File: config.mk
export PLATFORM = sky130hd
export DESIGN_NAME = scan_address_sequencing
export DESIGN_NICKNAME = d
export VERILOG_FILES = /design/src/logic/scan_seq_pkg.sv /design/src/logic/dec_link_if.sv /design/src/logic/scan_address_sequencing.sv /design/src/logic/scan_decrementer.sv
export SDC_FILE = /design/constraint.sdc
export NUM_CORES = 1
export LEC_CHECK = 0
export BUFFER_PORTS_ARGS = -buffer_cell sky130_fd_sc_hd__buf_2
export CORE_MARGIN = 2
export CORE_UTILIZATION = 40
export DETAILED_ROUTE_END_ITERATION = 8
export PLACE_DENSITY = 0.69
export SYNTH_ARGS = -nofsm -noshare
export SYNTH_HDL_FRONTEND = slang
export SYNTH_SLANG_ARGS = --single-unit
File: constraint.sdc
create_clock -name clk -period 4.8 [get_ports clk]
set_clock_uncertainty 0.05 [all_clocks]
set_input_delay 0.48 -clock clk [delete_from_list [all_inputs] [get_ports clk]]
set_output_delay 0.48 -clock clk [all_outputs]
set_load 0.01 [all_outputs]
File: src/logic/scan_seq_pkg.sv
package scan_seq_pkg;

  // ----------------------------------------------------------------
  // Widths
  // ----------------------------------------------------------------
  localparam int SEQ_W = 5;
  localparam int ADDR_BUS_W = 24;
  localparam int GATE_COUNT = 21;
  localparam int CS_SEQ_W = 3;

  // ----------------------------------------------------------------
  // Fixed address sequencer settings
  // ----------------------------------------------------------------
  localparam logic [4:0] SEQ_RESET = 5'h00;
  localparam logic [4:0] SEQ_SET_7 = 5'h07;
  localparam logic [4:0] SEQ_SET_8 = 5'h08;
  localparam logic [4:0] SEQ_SET_21 = 5'h15;
  localparam logic [4:0] SEQ_SET_23 = 5'h17;
  localparam logic [4:0] SEQ_ZERO = 5'h00;
  localparam logic [4:0] SEQ_CLOCK_STOP_LOW = 5'h0e;
  localparam logic [4:0] DEC_STEP = 5'h01;

  // ----------------------------------------------------------------
  // Control-store test sequencer values
  // ----------------------------------------------------------------
  localparam logic [2:0] CS_SYNC_A = 3'h1;
  localparam logic [2:0] CS_SYNC_B = 3'h3;
  localparam logic [2:0] CS_SYNC_C = 3'h6;
  localparam logic [2:0] CS_BUF_FLIP = 3'h5;
  localparam logic [2:0] CS_SEQ_RESET = 3'h0;

  // ----------------------------------------------------------------
  // Storage address bus bit numbers, bit 0 is the most significant
  // ----------------------------------------------------------------
  localparam int BUS_AREA_BIT = 8;
  localparam int BUS_SEQ_HI_BIT = 15;
  localparam int BUS_BUF_BIT = 16;
  localparam int BUS_SEQ_LO_BIT = 17;

  // ----------------------------------------------------------------
  // Reset values
  // ----------------------------------------------------------------
  localparam logic BUF1_RESET = 1'b1;

  typedef enum logic [1:0] {
    SRC_NONE,
    SRC_SEQ,
    SRC_EXT
  } dec_src_t;

  typedef enum logic [1:0] {
    LO_IDLE,
    LO_DUMP,
    LO_REREAD,
    LO_FINISH
  } logout_state_t;

endpackage

File: src/logic/dec_link_if.sv
`timescale 1ns/10ps
interface dec_link_if;
  logic load;
  logic [scan_seq_pkg::SEQ_W-1:0] value;
  logic [scan_seq_pkg::SEQ_W-1:0] result;

  modport client (
    output load,
    output value,
    input result
  );

  modport unit (
    input load,
    input value,
    output result
  );
endinterface

File: src/logic/scan_address_sequencing.sv
`timescale 1ns/10ps
// Functional notes
// - Only one counter is stepped through the shared decrementer per cycle.
// - Source captured into hold latch on not-clock, result written back on clock.
// - The capturing not-clock slot also clears the sequencer when it is the source; the external counter is not cleared.
// - Decrementer output equals hold latch value minus one.
// - Sequencer loads from operand field, 21/23 by hardware, 7/8/21 by orders.
// - Fault-locating scan-in presets sequencer to 8, steps once per word.
// - Word fetched at sequencer value 1 supplies the new sequencer setting.
// - Scan-in completes when sequencer reaches zero; stepping is microprogram driven.
// - Scan-out word chosen from sequencer contents plus last word flag.
// - Logout starts at 21 or 23, steps once per doubleword.
// - Processor clock held stopped from start down to 14, released from 13.
// - First logout zero forces 21; then order sets 7, count to zero ends.
// - Decoder splits high two and low three bits into 21 gates.
// - Address bits 0-7, 9-14 and 21-23 are always zero.
// - Sequencer bits 0 and 1-4 drive address bits 15 and 17-20.
// - Logout puts inverse of sequencer bit 0 on bit 16, bit 8 zero.
// - Each new test goes to the buffer opposite the previous one.
// - During tests bit 16 is 0 with first-buffer flag set, else 1.
// - Flag toggles at test sequencer 5, or preset-retry order with test loaded.
// - During tests address bit 8 is always one.
// - Sequencer drives the address bus only while the scan-sync flag is set.
// - Logout area 80-128 hex, test buffers from 8000 and 8080 hex.
module scan_address_sequencing #(
  parameter int EXT_W = 5
) (
  input wire logic clk,
  input wire logic rst,
  input wire logic fault_locating_test,
  input wire logic control_store_test,
  input wire logic logout_mode,
  input wire logic operand_load,
  input wire logic [4:0] operand_field,
  input wire logic hw_load_21,
  input wire logic hw_load_23,
  input wire logic order_load_7,
  input wire logic order_load_8,
  input wire logic order_load_21,
  input wire logic seq_step_req,
  input wire logic ext_step_req,
  input wire logic [EXT_W-1:0] ext_value,
  input wire logic last_word_flag,
  input wire logic [2:0] control_store_test_seq,
  input wire logic preset_retry_order,
  input wire logic test_loaded_pulse,
  input wire logic storage_request_scan_order,
  input wire logic storage_taken,
  output logic [EXT_W-1:0] ext_result,
  output logic ext_result_valid,
  output logic [4:0] addr_seq,
  output logic [20:0] scan_out_gate,
  output logic scan_out_last_word,
  output logic [23:0] storage_address_bus,
  output logic storage_address_valid,
  output logic cpu_clock_stop,
  output logic scan_in_complete,
  output logic logout_done,
  output logic buffer_first_sel
);

  // ----------------------------------------------------------------
  // Elaboration check
  // ----------------------------------------------------------------
  generate
    if (EXT_W < 1 || EXT_W > scan_seq_pkg::SEQ_W) begin : g_bad_width
      $error("EXT_W must lie between 1 and the hold latch width");
    end
  endgenerate

  // ----------------------------------------------------------------
  // State
  // ----------------------------------------------------------------
  typedef struct packed {
    logic [4:0] seq;
    logic phase;
    scan_seq_pkg::dec_src_t sel;
    logic seq_pend;
    logic ext_pend;
    logic [EXT_W-1:0] ext_res;
    logic ext_valid;
    logic sync;
    logic buf1;
    logic [2:0] cs_prev;
    scan_seq_pkg::logout_state_t lo;
    logic lo_done;
    logic scan_done;
    logic last_wd;
  } seq_state_t;

  seq_state_t state_r;
  seq_state_t state_nxt;

  dec_link_if dec_link ();

  scan_decrementer u_dec (
    .clk(clk),
    .rst(rst),
    .link(dec_link.unit)
  );

  logic capture_slot;
  logic writeback_slot;
  logic grant_seq;
  logic grant_ext;
  logic [4:0] dec_out;
  logic any_test;
  logic cs_at_flip;
  logic cs_sync_hit;

  // ----------------------------------------------------------------
  // Shared decrement path arbitration
  // ----------------------------------------------------------------
  // Phase low stands for the not-clock slot, phase high for the clock
  // slot. A capture is only granted when no source is in flight, so a
  // second source can never be stepped before the first is written back.
  assign capture_slot = !state_r.phase && (state_r.sel == scan_seq_pkg::SRC_NONE);
  assign writeback_slot = state_r.phase;
  assign grant_seq = capture_slot && state_r.seq_pend;
  assign grant_ext = capture_slot && !state_r.seq_pend && state_r.ext_pend;

  always_comb begin
    dec_link.load = grant_seq || grant_ext;
    if (grant_seq) begin
      dec_link.value = state_r.seq;
    end else begin
      dec_link.value = scan_seq_pkg::SEQ_W'(ext_value);
    end
  end

  assign dec_out = dec_link.result;

  assign any_test = fault_locating_test || control_store_test;
  assign cs_at_flip = control_store_test_seq == scan_seq_pkg::CS_BUF_FLIP;
  assign cs_sync_hit = (control_store_test_seq == scan_seq_pkg::CS_SYNC_A)
                    || (control_store_test_seq == scan_seq_pkg::CS_SYNC_B)
                    || (control_store_test_seq == scan_seq_pkg::CS_SYNC_C);

  // ----------------------------------------------------------------
  // Next state
  // ----------------------------------------------------------------
  always_comb begin
    state_nxt = state_r;
    state_nxt.phase = !state_r.phase;
    state_nxt.lo_done = 1'b0;
    state_nxt.scan_done = 1'b0;
    state_nxt.ext_valid = 1'b0;
    state_nxt.last_wd = last_word_flag;

    // A request that arrives in its own grant cycle is kept pending.
    state_nxt.seq_pend = (state_r.seq_pend && !grant_seq) || seq_step_req;
    state_nxt.ext_pend = (state_r.ext_pend && !grant_ext) || ext_step_req;

    if (grant_seq) begin
      state_nxt.sel = scan_seq_pkg::SRC_SEQ;
      state_nxt.seq = scan_seq_pkg::SEQ_RESET;
    end else if (grant_ext) begin
      state_nxt.sel = scan_seq_pkg::SRC_EXT;
    end

    if (writeback_slot && state_r.sel == scan_seq_pkg::SRC_SEQ) begin
      state_nxt.sel = scan_seq_pkg::SRC_NONE;
      state_nxt.seq = dec_out;
      if (dec_out == scan_seq_pkg::SEQ_ZERO) begin
        if (fault_locating_test) begin
          state_nxt.scan_done = 1'b1;
        end
        case (state_r.lo)
          scan_seq_pkg::LO_DUMP: begin
            state_nxt.seq = scan_seq_pkg::SEQ_SET_21;
            state_nxt.lo = scan_seq_pkg::LO_REREAD;
          end
          scan_seq_pkg::LO_FINISH: begin
            state_nxt.lo = scan_seq_pkg::LO_IDLE;
            state_nxt.lo_done = 1'b1;
          end
          default: begin
            state_nxt.lo = state_r.lo;
          end
        endcase
      end
    end else if (writeback_slot && state_r.sel == scan_seq_pkg::SRC_EXT) begin
      state_nxt.sel = scan_seq_pkg::SRC_NONE;
      state_nxt.ext_res = dec_out[EXT_W-1:0];
      state_nxt.ext_valid = 1'b1;
    end

    // ----------------------------------------------------------------
    // Sequencer loads
    // ----------------------------------------------------------------
    // Loads give way to a step in flight so the written-back value is
    // never overrun by a load in the same slot. A write-back to the other
    // counter leaves the sequencer alone, so a load may land beside it.
    if (state_r.sel != scan_seq_pkg::SRC_SEQ && !grant_seq) begin
      if (operand_load) begin
        state_nxt.seq = operand_field;
      end else if (hw_load_21 || hw_load_23) begin
        state_nxt.seq = hw_load_23 ? scan_seq_pkg::SEQ_SET_23
                                   : scan_seq_pkg::SEQ_SET_21;
        if (logout_mode) begin
          state_nxt.lo = scan_seq_pkg::LO_DUMP;
        end
      end else if (order_load_8) begin
        state_nxt.seq = scan_seq_pkg::SEQ_SET_8;
      end else if (order_load_7) begin
        state_nxt.seq = scan_seq_pkg::SEQ_SET_7;
        if (state_r.lo == scan_seq_pkg::LO_REREAD) begin
          state_nxt.lo = scan_seq_pkg::LO_FINISH;
        end
      end else if (order_load_21) begin
        state_nxt.seq = scan_seq_pkg::SEQ_SET_21;
      end
    end

    if (!logout_mode) begin
      state_nxt.lo = scan_seq_pkg::LO_IDLE;
    end

    // ----------------------------------------------------------------
    // Buffer select flag
    // ----------------------------------------------------------------
    // The test sequencer may dwell at 5 for more than one cycle, so the
    // flag flips only on entry to 5 rather than on every cycle there.
    state_nxt.cs_prev = control_store_test_seq;
    if (control_store_test && cs_at_flip
        && state_r.cs_prev != scan_seq_pkg::CS_BUF_FLIP) begin
      state_nxt.buf1 = !state_r.buf1;
    end else if (fault_locating_test && preset_retry_order && test_loaded_pulse) begin
      state_nxt.buf1 = !state_r.buf1;
    end

    // ----------------------------------------------------------------
    // Scan-sync flag, set wins over the storage acknowledge
    // ----------------------------------------------------------------
    // The acknowledge takes the sequencer off the bus until the next
    // request, so a stale address is never offered to storage twice.
    if ((fault_locating_test || logout_mode) && storage_request_scan_order) begin
      state_nxt.sync = 1'b1;
    end else if (control_store_test && cs_sync_hit) begin
      state_nxt.sync = 1'b1;
    end else if (storage_taken) begin
      state_nxt.sync = 1'b0;
    end
  end

  always_ff @(posedge clk or posedge rst) begin
    if (rst) begin
      state_r <= '{
        seq: scan_seq_pkg::SEQ_RESET,
        phase: 1'b0,
        sel: scan_seq_pkg::SRC_NONE,
        seq_pend: 1'b0,
        ext_pend: 1'b0,
        ext_res: '0,
        ext_valid: 1'b0,
        sync: 1'b0,
        buf1: scan_seq_pkg::BUF1_RESET,
        cs_prev: scan_seq_pkg::CS_SEQ_RESET,
        lo: scan_seq_pkg::LO_IDLE,
        lo_done: 1'b0,
        scan_done: 1'b0,
        last_wd: 1'b0
      };
    end else begin
      state_r <= state_nxt;
    end
  end

  // ----------------------------------------------------------------
  // Scan-out decoder
  // ----------------------------------------------------------------
  logic [3:0] hi_dec;
  logic [7:0] lo_dec;

  // Only 21 gate lines exist, so counts 21 to 31 raise no gate at all.
  // Those words are reached through the storage address alone, and a
  // user who scans out above 20 sees an empty word.
  always_comb begin
    hi_dec = 4'h0;
    lo_dec = 8'h00;
    hi_dec[state_r.seq[4:3]] = 1'b1;
    lo_dec[state_r.seq[2:0]] = 1'b1;
  end

  generate
    for (genvar g = 0; g < scan_seq_pkg::GATE_COUNT; g++) begin : g_gate
      assign scan_out_gate[g] = hi_dec[g / 8] && lo_dec[g % 8];
    end
  endgenerate

  // ----------------------------------------------------------------
  // Storage address generator
  // ----------------------------------------------------------------
  // Bit numbers count from the most significant end, so bus bit n sits
  // at vector position 23 - n. Every other bit stays zero, which keeps
  // each access on a doubleword boundary.
  always_comb begin
    storage_address_bus = 24'h000000;
    if (state_r.sync) begin
      storage_address_bus[23 - scan_seq_pkg::BUS_SEQ_HI_BIT] = state_r.seq[4];
      storage_address_bus[23 - scan_seq_pkg::BUS_SEQ_LO_BIT -: 4] = state_r.seq[3:0];
      if (any_test) begin
        storage_address_bus[23 - scan_seq_pkg::BUS_AREA_BIT] = 1'b1;
        storage_address_bus[23 - scan_seq_pkg::BUS_BUF_BIT] = !state_r.buf1;
      end else begin
        storage_address_bus[23 - scan_seq_pkg::BUS_BUF_BIT] = !state_r.seq[4];
      end
    end
  end

  // ----------------------------------------------------------------
  // Outputs
  // ----------------------------------------------------------------
  assign storage_address_valid = state_r.sync;
  assign addr_seq = state_r.seq;
  assign scan_out_last_word = state_r.last_wd;
  assign ext_result = state_r.ext_res;
  assign ext_result_valid = state_r.ext_valid;
  assign buffer_first_sel = state_r.buf1;
  assign scan_in_complete = state_r.scan_done;
  assign logout_done = state_r.lo_done;

  // ----------------------------------------------------------------
  // Processor clock stop
  // ----------------------------------------------------------------
  // While a step is in flight the sequencer shows its cleared value, so
  // the count about to land is judged instead. Without this the clock
  // would slip free for one cycle on every step from a count of 14 or more.
  logic stop_count_high;

  always_comb begin
    if (state_r.sel == scan_seq_pkg::SRC_SEQ) begin
      stop_count_high = (dec_out >= scan_seq_pkg::SEQ_CLOCK_STOP_LOW - scan_seq_pkg::DEC_STEP);
    end else begin
      stop_count_high = (state_r.seq >= scan_seq_pkg::SEQ_CLOCK_STOP_LOW);
    end
  end

  // The clock is released once the sequencer holds a count below 14, so
  // the writeback slot that lands 13 still keeps the processor stopped.
  assign cpu_clock_stop = (state_r.lo == scan_seq_pkg::LO_DUMP) && stop_count_high;

endmodule

File: src/logic/scan_decrementer.sv
`timescale 1ns/10ps
module scan_decrementer (
  input wire logic clk,
  input wire logic rst,
  dec_link_if.unit link
);

  typedef struct packed {
    logic [scan_seq_pkg::SEQ_W-1:0] hold;
  } dec_state_t;

  dec_state_t state_r;
  dec_state_t state_nxt;

  always_comb begin
    state_nxt = state_r;
    if (link.load) begin
      state_nxt.hold = link.value;
    end
  end

  always_ff @(posedge clk or posedge rst) begin
    if (rst) begin
      state_r <= '0;
    end else begin
      state_r <= state_nxt;
    end
  end

  // Five-bit wrap is intended: a zero source comes back as all ones.
  assign link.result = state_r.hold - scan_seq_pkg::DEC_STEP;

endmodule

# Word level (Yosys, flattened, before mapping)
# Index checks and enable logic that the tools add are counted.
[word_totals]
ff_bits = 31
inputBits = 31
elab_cells = 137
[op_classes]
eq_ne = 11
n_addsub = 1
bitwise_logic = 1
order_cmp = 6
n_mux = 44
n_reduce_logical = 59
[op_table]
columns = ["op", "n"]
rows = [
  ["5-bit 2-to-1 mux", 11],
  ["1-bit logical AND", 39],
  ["2-bit 2-to-1 mux", 12],
  ["1-bit 2-to-1 mux", 15],
  ["5-bit by 4-bit >= comparator with 1-bit output (second input constant)", 2],
  ["1-bit logical OR", 8],
  ["4-bit 2-to-1 mux", 2],
  ["2-bit equality test (second input constant)", 3],
  ["3-bit equality test (second input constant)", 2],
  ["1-bit logical NOT", 6],
  ["6-bit 2-to-1 mux", 1],
  ["5-bit logical NOT", 1],
  ["5-bit by 1-bit subtractor with 5-bit output (second input constant)", 1],
  ["2-bit by 1-bit equality test with 1-bit output (second input constant)", 2],
  ["3-bit by 4-bit less-than comparator with 1-bit output (second input constant)", 1],
  ["2-bit case mux with 2 select lines", 1],
  ["4-bit nonzero test", 1],
  ["1-bit demux with 3-bit select", 1],
  ["3-bit by 1-bit equality test with 1-bit output (second input constant)", 1],
  ["3-bit by 2-bit equality test with 1-bit output (second input constant)", 1],
  ["3-bit by 1-bit >= comparator with 1-bit output (second input constant)", 1],
  ["2-bit by 3-bit less-than comparator with 1-bit output (second input constant)", 1],
  ["3-bit != test (second input constant)", 1],
  ["3-bit nonzero test", 1],
  ["7 further kinds", 7],
]

# Depth between registers and ports, before layout
# Gate-level depths: netlist (run 1).
[depth]
depth_word = 11
ltp_mapped = 6
ltp_nobuf = 6

# Modules after synthesis
# From an unflattened synthesis (run 1), not the netlist that was laid out.
[hier_totals]
cells_unflattened = 243
hier_area_um2 = 2167.1
[by_module_without_submodules]
columns = ["module", "area_per_inst_um2", "cells_per_inst", "seq_area_each_um2", "n_inst"]
rows = [
  ["scan_address_sequencing", 1891.8, 220, 651.9, 1],
  ["scan_decrementer", 275.3, 23, 125.1, 1],
]

# Worst setup path before layout (run 1)
# Ideal clock, no wire load.
[synth_path]
kind = "register to output"
startpoint = "register u_dec.state_r[1] (netlist name)"
endpoint = "output cpu_clock_stop"
slack_ns = 2.808
t_arrival_ns = 1.462
path_stages_with_launch = 5
required_ns = 4.270
path_cell_list = "dfrtp_1 > or4_4 > and2_4 > o211ai_2 > and3_1"
[synth_between]
elab_chain_len = 4
[synth_rtl]
columns = ["element", "line", "rtl"]
rows = [
  ["from (decl)", "scan_decrementer.sv:12", "dec_state_t state_r;"],
  ["from (signal assigned)", "scan_decrementer.sv:26", "state_r <= state_nxt;"],
  ["5-bit by 1-bit subtractor with 5-bit output", "scan_decrementer.sv:31", "assign link.result = state_r.hold - scan_seq_pkg::DEC_STEP;"],
  ["5-bit by 4-bit >= comparator with 1-bit output", "scan_address_sequencing.sv:333", "stop_count_high = (dec_out >= scan_seq_pkg::SEQ_CLOCK_STOP_LOW - scan_seq_pkg::DEC_STEP);"],
  ["1-bit 2-to-1 mux", "scan_address_sequencing.sv:332", "if (state_r.sel == scan_seq_pkg::SRC_SEQ) begin"],
  ["1-bit logical AND", "scan_address_sequencing.sv:341", "assign cpu_clock_stop = (state_r.lo == scan_seq_pkg::LO_DUMP) && stop_count_high;"],
  ["to (decl)", "scan_address_sequencing.sv:56", "output logic cpu_clock_stop,"],
]
# Every way passes these cells.

# Worst setup path in the final report (run 1)
[layout_path]
startpoint = "register u_dec.state_r[0] (netlist name)"
endpoint = "output cpu_clock_stop"
[layout_between]
elab_chain_len = 4
[layout_rtl]
columns = ["element", "line", "rtl"]
rows = [
  ["5-bit by 1-bit subtractor with 5-bit output", "scan_decrementer.sv:31", ""],
  ["net dec_link.result (one bit)", "dec_link_if.sv:5", "logic [scan_seq_pkg::SEQ_W-1:0] result;"],
  ["5-bit by 4-bit >= comparator with 1-bit output", "scan_address_sequencing.sv:333", ""],
  ["1-bit 2-to-1 mux", "scan_address_sequencing.sv:332", ""],
  ["1-bit logical AND", "scan_address_sequencing.sv:341", ""],
]
# The timed path passes the listed nets, and every way through them passes these cells.

==> results of run 1 <==
## placed cells by master, fill, tap and decap left out, types with 5 or more instances in the layout
cell and count:
a21oi_1 11, and2_1 7, buf_2 75, clkbuf_8 5
conb_1 17, dfrtp_1 30, ha_1 6, inv_1 14
nand2_1 23, nand2b_1 5, nand3b_1 5, nor2_1 31
nor2b_1 9, nor3_1 9, o21ai_0 13, o21ai_1 5
## cell type report
type / count / share of cell area [%]
clock buffers: 7 / 3.04
multi-input cells: 194 / 44.9
inverters: 14 / 2.10
repair buffers: 76 / 15.3
flip-flops and latches: 31 / 31.0
well taps: 70 / 3.49
clock inverters: 1 / 0.200
## sequential cells by signal, summed over array words and instances, names as in the netlist
name,cells
ext_result_valid,1
logout_done,1
state_r,9
ext_result,5
scan_out_last_word,1
writeback_slot,1
u_dec.state_r,5
buffer_first_sel,1
storage_address_valid,1
scan_in_complete,1
addr_seq,5
## worst max-delay path: stages, from the launching register on
cell,delay (ns)
dfrtp_1,0.44
inv_1,0.15
ha_1,0.23
nor3b_1,0.29
xnor2_1,0.22
o211ai_2,0.11
and3_1,0.17
buf_2,0.13
## report_power, final
| group | switching, mW | leakage [nW] | internal, mW |
|---|---|---|---|
| sequential | 0.131 | 0.376 | 0.344 |
| clock | 0.0973 | 0.0422 | 0.102 |
| combinational | 0.376 | 0.881 | 0.280 |
## logic make-up after synthesis
kind of cell,Yosys count,synth area share (%)
compound gates,53,16.0
xor+xnor,4,1.65
fa+ha+maj,6,3.53
buf+inv,49,13.4
flops,31,36.5
other cells,1,0.176
simple gates,114,28.7
## layer usage
layer	GRT usage, %	up-vias	wire length, um
li1	-	970	-
met1	22.0	883	2230
met2	28.6	87	2360
met3	4.47	5	365
met4	5.64	0	68
met5	0	-	0
## through the flow
step	instance area, um^2	setup WS, ns	hold WS, ns
global placement	2430	2.66	0.424
global route	2510	2.04	0.240
floorplan	2190	2.81	0.401
detailed placement	2430	2.53	0.416
CTS	2510	2.20	0.228
finish	2510	2.23	0.210
## worst min-delay path by stage
stage | endpoint | slack, ns | cells past startpoint
2_1_floorplan | ext_result[0]$_DFFE_PP0P_ | 0.40 | 2
3_3_place_gp | ext_result[4]$_DFFE_PP0P_ | 0.42 | 2
3_5_place_dp | ext_result[4]$_DFFE_PP0P_ | 0.42 | 2
4_1_cts | scan_out_last_word$_DFF_PP0_ | 0.23 | 3
5_1_grt | scan_out_last_word$_DFF_PP0_ | 0.24 | 1
6_report | ext_result_valid$_DFF_PP0_ | 0.21 | 3
==> flow_summary.toml, run 1 <==
[synth]
ys.flop_type = "dfrtp_1"
synthArstFlopShare_pct = 100
yosysTopAreaCell = "dfrtp_1"
synth_top_area_share_pct = 35.3
ys_types = 48
syn_avg_cell_area_um2 = 8.25
synth.cell_area_mm2 = 0.00213
synth_edf_count = 0
synth_area_leaders = "dfrtp_1 (35%), buf_4 (9.5%), nor2_1 (5.5%)"
ys_top_cells_by_count = "nor2_1 (31), dfrtp_1 (30), buf_4 (27)"
ys_ff_latch = 31
yosysWarnings = 0
synthCells = 258
yosysSeqAreaShare_pct = 36.5
yosysMostFrequentCell = "nor2_1"

[routing]
drt_wl_total_um = 5030
dr.pass1.iters = 4
drc = 0
ant_nets = 0
drt-initial-drc-count = 54
num_vias = 1945
routedWlPerCell_um = 12.8
vias_per_cell = 4.95

[flow_run]
cap_violations = 0

[final_layout]
n_antenna_cell = 0
fin_util_pct = 49.1
drive_gt1_share_pct = 27.9
final_cells = 393
area_growth_pct = 17.8
seq_area_um2 = 777
fillers = 539
finish.net_count = 359
multiInputGateArea_mm2 = 0.00113

[place]
gp_congestion = 0.789
placed_cells = 385
dp.final_hpwl_um = 3900
port_buffers = 75

[setup_path]
r2r_slack_ns = 2.82
worstReg2RegStart = "u_dec.state_r[0]$_DFFE_PP0P_"
r2r_end = "state_r[3]$_DFF_PP0_"
cp.arrival_ns = 2.04
cp.required_ns = 4.27
setup.worst_path.end = "cpu_clock_stop"
crit_type = "register to output pin"
startpoint = "u_dec.state_r[0]$_DFFE_PP0P_"
reg2reg_depth = 6
cp-end-kind = "output pin"
crit_path_max_fanout = 6
startpoint_type = "register"

[die]
core_mm2 = 0.00511
die_h_um = 76.9
dieArea_mm2 = 0.00592
start_util_pct = 41.7
core.rowCount = 26
boundaryPins = 93
die_w_um = 76.9

[clock_tree]
cts_hold_buf = 0
path_clk_slew_ns = 0.07
clk_path_buf_depth = 2
cts_tree = "done"
insertion_delay_ns = 0.29
cts_root_buffer = "clkbuf_8"
h-tree-depth = 2
post_cts_buffers = 0
cts_inserted_buffers = 5
cts_resized = 0
cts.sinks = 31

[timing]
fmaxAchievable_ghz = 0.390
slew_headroom_pct = 63.6
rsz0062_at_grt = "no"
worstMarginPinSlew_ns = 0.540
maxSlewViolCount = 0
layout_min_cycle_time_ns = 2.57
hold_viol_final = 0
setup_viol = 0
fin_setup_tns_ns = 0
post-route-period-util_pct = 53.5

[grt]
grt_overflow_total = 0
first_global_vias = 1749
grt_use_total_pct = 17.3
antenna_found_initial = 0
grt_pass1_wl_um = 8240
grt_max_degree = 32

[run_status]
status = "complete, no violations"

[min_path]
hold_class = "input pin to asynchronous set/reset pin"

[pwr]
ir_drop_mv = 0.260
power_density_mw_per_mm2 = 531
p_leak_nw = 1.30
total_power_mw = 1.33
No activity file was read; power rests on OpenSTA's default activity.
==> run 2, diff against run 1 <==
Settings changed: PLACE_DENSITY 0.69 to 0.72.
Clock period 4.8 ns to 2.3 ns, I/O delays scaled along.
==> run 2 against run 1 <==
  * Register-to-register slack worse by 2.4 ns
  * Non-clock buffer count rose by 2
  * Sequential power up 110%
  * First-iteration DRC count up 59%
  * Sequential share of layout area down 0.75 points
  * Final cell count up 0.51%
  * Largest power group unchanged
  * Routed wire length is 2.1% higher
  * Clock power grew 140%
  * Cell area increased by 2.6%
  * Sequential cell count unchanged
  * Hold slack got worse by 0.20 ns
==> flow_summary.toml, run 2 (synthesized netlist as in run 1, its figures left out) <==
[run_status]
status = "complete, no violations"

[pwr]
combPwrFrac_pct = 49.7
p_sw_mw = 1.29
p_int_mw = 1.61
seq_power_share_pct = 34.1
clkPwrFrac_pct = 16.1
total_power_mw = 2.90
swShare_pct = 44.4
ir_drop_mv = 0.457
p_leak_nw = 1.32
power_density_mw_per_mm2 = 1130

[setup_path]
cp.arrival_ns = 1.95
cp-end-kind = "output pin"
slowest_delay_ns = 0.55
r2r_slack_ns = 0.44
cp_cell_sequence = "or4_4 > and2_4 > o211ai_2 > and3_1 > buf_2"
cp_slowest_cell = "or4_4"
crit_type = "register to output pin"
crit_path_max_fanout = 6
reg2reg_depth = 6
startpoint_type = "register"
cp.required_ns = 2.02

[timing]
slew_headroom_pct = 61.0
rsz0062_at_grt = "no"
hold_viol_final = 0
fin_setup_tns_ns = 0
maxSlewViolCount = 0
post-route-period-util_pct = 96.9
setup_viol = 0
fmaxAchievable_ghz = 0.449
layout_min_cycle_time_ns = 2.23
worstMarginPinSlew_ns = 0.584
hold_slack_ns = 0.00817

[grt]
met3_usage_pct = 4.12
first_global_vias = 1654
grt_max_degree = 18
grt_use_total_pct = 16.9
grtUsageMet1_pct = 22.5
grt_overflow_total = 0
grt_busiest_layer = "met2"
grt_pass1_wl_um = 8020
met2_usage_pct = 27.1
antenna_found_initial = 0

[clock_tree]
cts.sinks = 31
cts_inserted_buffers = 5
insertion_delay_ns = 0.28
clk_path_buf_depth = 2
cts_tree = "done"
path_clk_slew_ns = 0.06
cts_root_buffer = "clkbuf_8"
h-tree-depth = 2

[routing]
ant_nets = 0
vias_per_cell = 4.87
routedWlPerCell_um = 13.0
drc = 0
dr.pass1.iters = 5
num_vias = 1922
drt-initial-drc-count = 86
drt_wl_total_um = 5130

[flow_run]
cap_violations = 0

[final_layout]
drive_gt1_share_pct = 29.8
regMostFlops = "state_r"
multiInputGateArea_mm2 = 0.00115
design_area_mm2 = 0.00257
fillers = 530
area_growth_pct = 20.9
final_cell_mix = "buf_2 (75), nor2_1 (31), dfrtp_1 (29), nand2_1 (23), conb_1 (17)"
seq_area_um2 = 778
largest_register_ffs = 9
n_antenna_cell = 0
finish.net_count = 361
final_common_cell = "buf_2"

[min_path]
hold_class = "input pin to register"
hold_depth = 1

[place]
place_area_mm2 = 0.00243
dp.final_hpwl_um = 4030
port_buffers = 75
gp_congestion = 0.867

[die]
dieArea_mm2 = 0.00592
die_w_um = 76.9
die_h_um = 76.9
core.rowCount = 26
boundaryPins = 93
core_mm2 = 0.00511
start_util_pct = 41.7
[run 2: worst max-delay path, delay by kind of cell (launching register included)]
kind / cells / cell delay (ns)
buffers and inverters: 1 / 0.12
AO/OA/AOI/OAI: 1 / 0.14
AND/OR/NAND/NOR: 3 / 0.91
flip-flops: 1 / 0.50
[run 2: power by group through the flow]
stage          logic [mW]  registers (mW)  clock network, mW
6_report             1.44           0.990              0.468
5_1_grt              1.59            1.02              0.505
4_1_cts              1.40           0.969              0.481
3_5_place_dp         1.39           0.979                  0
3_3_place_gp         1.38           0.965                  0
2_1_floorplan        1.14           0.883                  0
[run 2: per-layer routing]
metal	wire length [um]	up-vias
met5	0	-
li1	-	972
met1	2380	867
met4	63	0
met2	2320	78
met3	371	5
[run 2: layout make-up]
type	count	area share (%)
Sequential cell	31	30.2
Tap cell	70	3.40
Multi-Input combinational cell	194	44.9
Clock buffer	8	3.89
Timing Repair Buffer	78	15.6
Inverter	14	2.04
[run 2: stage by stage]
stage / utilization, % / std cells / setup slack, ns
global placement: 47.6 / 386 / 0.391
global route: 50.4 / 395 / 0.0183
detailed placement: 47.6 / 386 / 0.327
CTS: 49.8 / 395 / 0.0159
finish: 50.4 / 395 / 0.0724
floorplan: - / 274 / 0.558
[run 2: final timing paths]
kind                                         startpoint                           end
setup / recovery           u_dec.state_r[2]$_DFFE_PP0P_                cpu_clock_stop
hold / removal                           last_word_flag  scan_out_last_word$_DFF_PP0_
setup reg to reg           u_dec.state_r[0]$_DFFE_PP0P_          state_r[3]$_DFF_PP0_
hold reg to reg               ext_result[3]$_DFFE_PP0P_     ext_result[3]$_DFFE_PP0P_
max in group asynchronous                           rst  buffer_first_sel$_DFFE_PP1P_
min in group asynchronous                           rst       state_r[18]$_DFFE_PP0P_
[run 2: what timing repair did]
item                       4_1_cts  5_1_grt
buffers inserted                 0        0
hold endpoints to repair        14        0
gates resized for setup          0        6
hold buffers                     1        0
setup endpoints to repair        0        1
==> run 3, diff against run 2 <==
Settings changed: CELL_PAD_IN_SITES_DETAIL_PLACEMENT set to 0, CELL_PAD_IN_SITES_GLOBAL_PLACEMENT set to 1, CORE_UTILIZATION 40 to 30, CTS_CLUSTER_SIZE set to 28, PLACE_DENSITY 0.72 to unset, PLACE_DENSITY_LB_ADDON set to 0.1, RECOVER_POWER set to 100.
==> run 3 against run 2 <==
  * Sequential cell count unchanged
  * Non-clock buffer count increased by 4
  * Critical path depth unchanged
  * Utilization decreased by 13 points
  * Final cell count increased by 7.6%
  * Maximum frequency increased by 1.3%
  * Total power decreased by 1.5%
  * Global-route usage decreased by 1.6 points
  * Combinational power about the same
  * Critical endpoint unchanged
  * Highest routed layer unchanged
==> flow_summary.toml, run 3 (synthesized netlist as in run 1, its figures left out) <==
[run_status]
status = "complete, no violations"

[pwr]
p_int_mw = 1.53
clkPwrFrac_pct = 16.2
p_sw_mw = 1.33
power_density_mw_per_mm2 = 1120
seq_power_share_pct = 34.2
swShare_pct = 46.4
combPwrFrac_pct = 49.6
p_leak_nw = 1.15
ir_drop_mv = 0.413

[setup_path]
cp_slowest_cell = "or4_4"
startpoint_type = "register"
cp.required_ns = 2.02
cp.arrival_ns = 1.92
reg2reg_depth = 6
crit_path_max_fanout = 5
slowest_delay_ns = 0.55
cp-end-kind = "output pin"
cp_cell_sequence = "or4_4 > and2_4 > o211ai_2 > and3_1 > buf_2"
crit_type = "register to output pin"

[die]
start_util_pct = 31.2
core.rowCount = 30
die_w_um = 88.2
core_mm2 = 0.00683
boundaryPins = 93
die_h_um = 88.2
dieArea_mm2 = 0.00778

[timing]
maxSlewViolCount = 0
hold_slack_ns = 0.0373
hold_viol_final = 0
fmaxAchievable_ghz = 0.455
setup_viol = 0
fin_setup_tns_ns = 0
slew_headroom_pct = 45.0
worstMarginPinSlew_ns = 0.825
layout_min_cycle_time_ns = 2.20
rsz0062_at_grt = "no"
post-route-period-util_pct = 95.6

[place]
port_buffers = 75
place_area_mm2 = 0.00247
dp.final_hpwl_um = 4350
gp_congestion = 0.758

[final_layout]
regMostFlops = "state_r"
n_antenna_cell = 0
multiInputGateArea_mm2 = 0.00114
seq_area_um2 = 779
final_cell_mix = "clkbuf_1 (47), nor2_1 (31), buf_2 (31), dfrtp_1 (28), nand2_1 (23)"
finish.net_count = 365
drive_gt1_share_pct = 15.2
fillers = 774
final_common_cell = "clkbuf_1"
design_area_mm2 = 0.00255
fin_util_pct = 37.3
largest_register_ffs = 9
area_growth_pct = 19.8

[routing]
vias_per_cell = 4.61
dr.pass1.iters = 4
drc = 0
num_vias = 1961
ant_nets = 0
drt_wl_total_um = 5860
drt-initial-drc-count = 77
routedWlPerCell_um = 13.8

[min_path]
hold_depth = 1
hold_class = "input pin to register"

[grt]
antenna_found_initial = 0
grt_use_total_pct = 15.2
grt_pass1_wl_um = 9090
grt_overflow_total = 0
first_global_vias = 1808
grt_max_degree = 32

[clock_tree]
h-tree-depth = 2
cts.sinks = 31
path_clk_slew_ns = 0.08
cts_root_buffer = "clkbuf_8"
cts_inserted_buffers = 5
insertion_delay_ns = 0.29
clk_path_buf_depth = 2
cts_tree = "done"

[flow_run]
cap_violations = 0
-- run 3: cell count changes in the layout (fill, tap and decap cells not counted), moves of 3 or more --
cell      before  now
buf_2         75   31
clkbuf_1       1   47
o21ai_0       13   16
o21ai_1        5    2
-- run 3: per-stage QoR --
step           power [mW]  setup slack (ns)  std cells
6_report             2.86             0.101        425
5_1_grt              3.11          0.000549        425
2_1_floorplan        2.02             0.558        274
3_5_place_dp         2.43             0.282        413
3_3_place_gp         2.43             0.361        413
4_1_cts              2.91            0.0427        423
-- run 3: per-layer routing --
metal,global-route usage [%],up-vias,part of all wire (%)
met1,20.4,892,48
met3,3.36,6,6.9
met4,4.13,0,0.82
met2,24.9,83,44
met5,0,-,0
li1,-,980,-
-- run 3: final cells by class --
cell class / instances / share of cell area (%)
clock inverter: 1 / 0.196
clock buffer: 7 / 3.39
multi-input combinational: 194 / 44.6
inverter: 14 / 2.06
timing repair buffer: 82 / 14.4
sequential: 31 / 30.6
tap: 96 / 4.71
-- run 3: critical path, delay by kind of cell, from the launching register on --
| kind | cells | cell delay [ns] |
|---|---|---|
| flops | 1 | 0.44 |
| simple gates | 3 | 0.92 |
| buf+inv | 1 | 0.13 |
| compound gates | 1 | 0.14 |
-- run 3: timing repair --
action,in CTS,in global routing
hold endpoints to repair,19,0
resized for setup,2,6
hold buffers,2,0
pin swaps,0,0
setup buffers,0,2
endpoints found under the setup margin,1,1
cloned,0,0
-- run 3: worst paths after layout --
| check | from | endpoint | slack, ns |
|---|---|---|---|
| worst max register to register | u_dec.state_r[0]$_DFFE_PP0P_ | state_r[3]$_DFF_PP0_ | 0.38 |
| worst min-delay path | control_store_test_seq[1] | state_r[6]$_DFF_PP0_ | 0.04 |
| worst max-delay path | u_dec.state_r[1]$_DFFE_PP0P_ | cpu_clock_stop | 0.10 |
| min in group asynchronous | rst | u_dec.state_r[0]$_DFFE_PP0P_ | 0.67 |
| worst min register to register | ext_result[0]$_DFFE_PP0P_ | ext_result[0]$_DFFE_PP0P_ | 0.44 |
| max in group asynchronous | rst | u_dec.state_r[2]$_DFFE_PP0P_ | 0.96 |
-- run 3: power groups by stage --
stage / Sequential [mW] / Combinational [mW] / Clock [mW]
global placement: 0.973 / 1.46 / 0
CTS: 0.980 / 1.46 / 0.474
detailed placement: 0.986 / 1.44 / 0
finish: 0.978 / 1.42 / 0.462
global route: 1.02 / 1.59 / 0.503
floorplan: 0.883 / 1.14 / 0
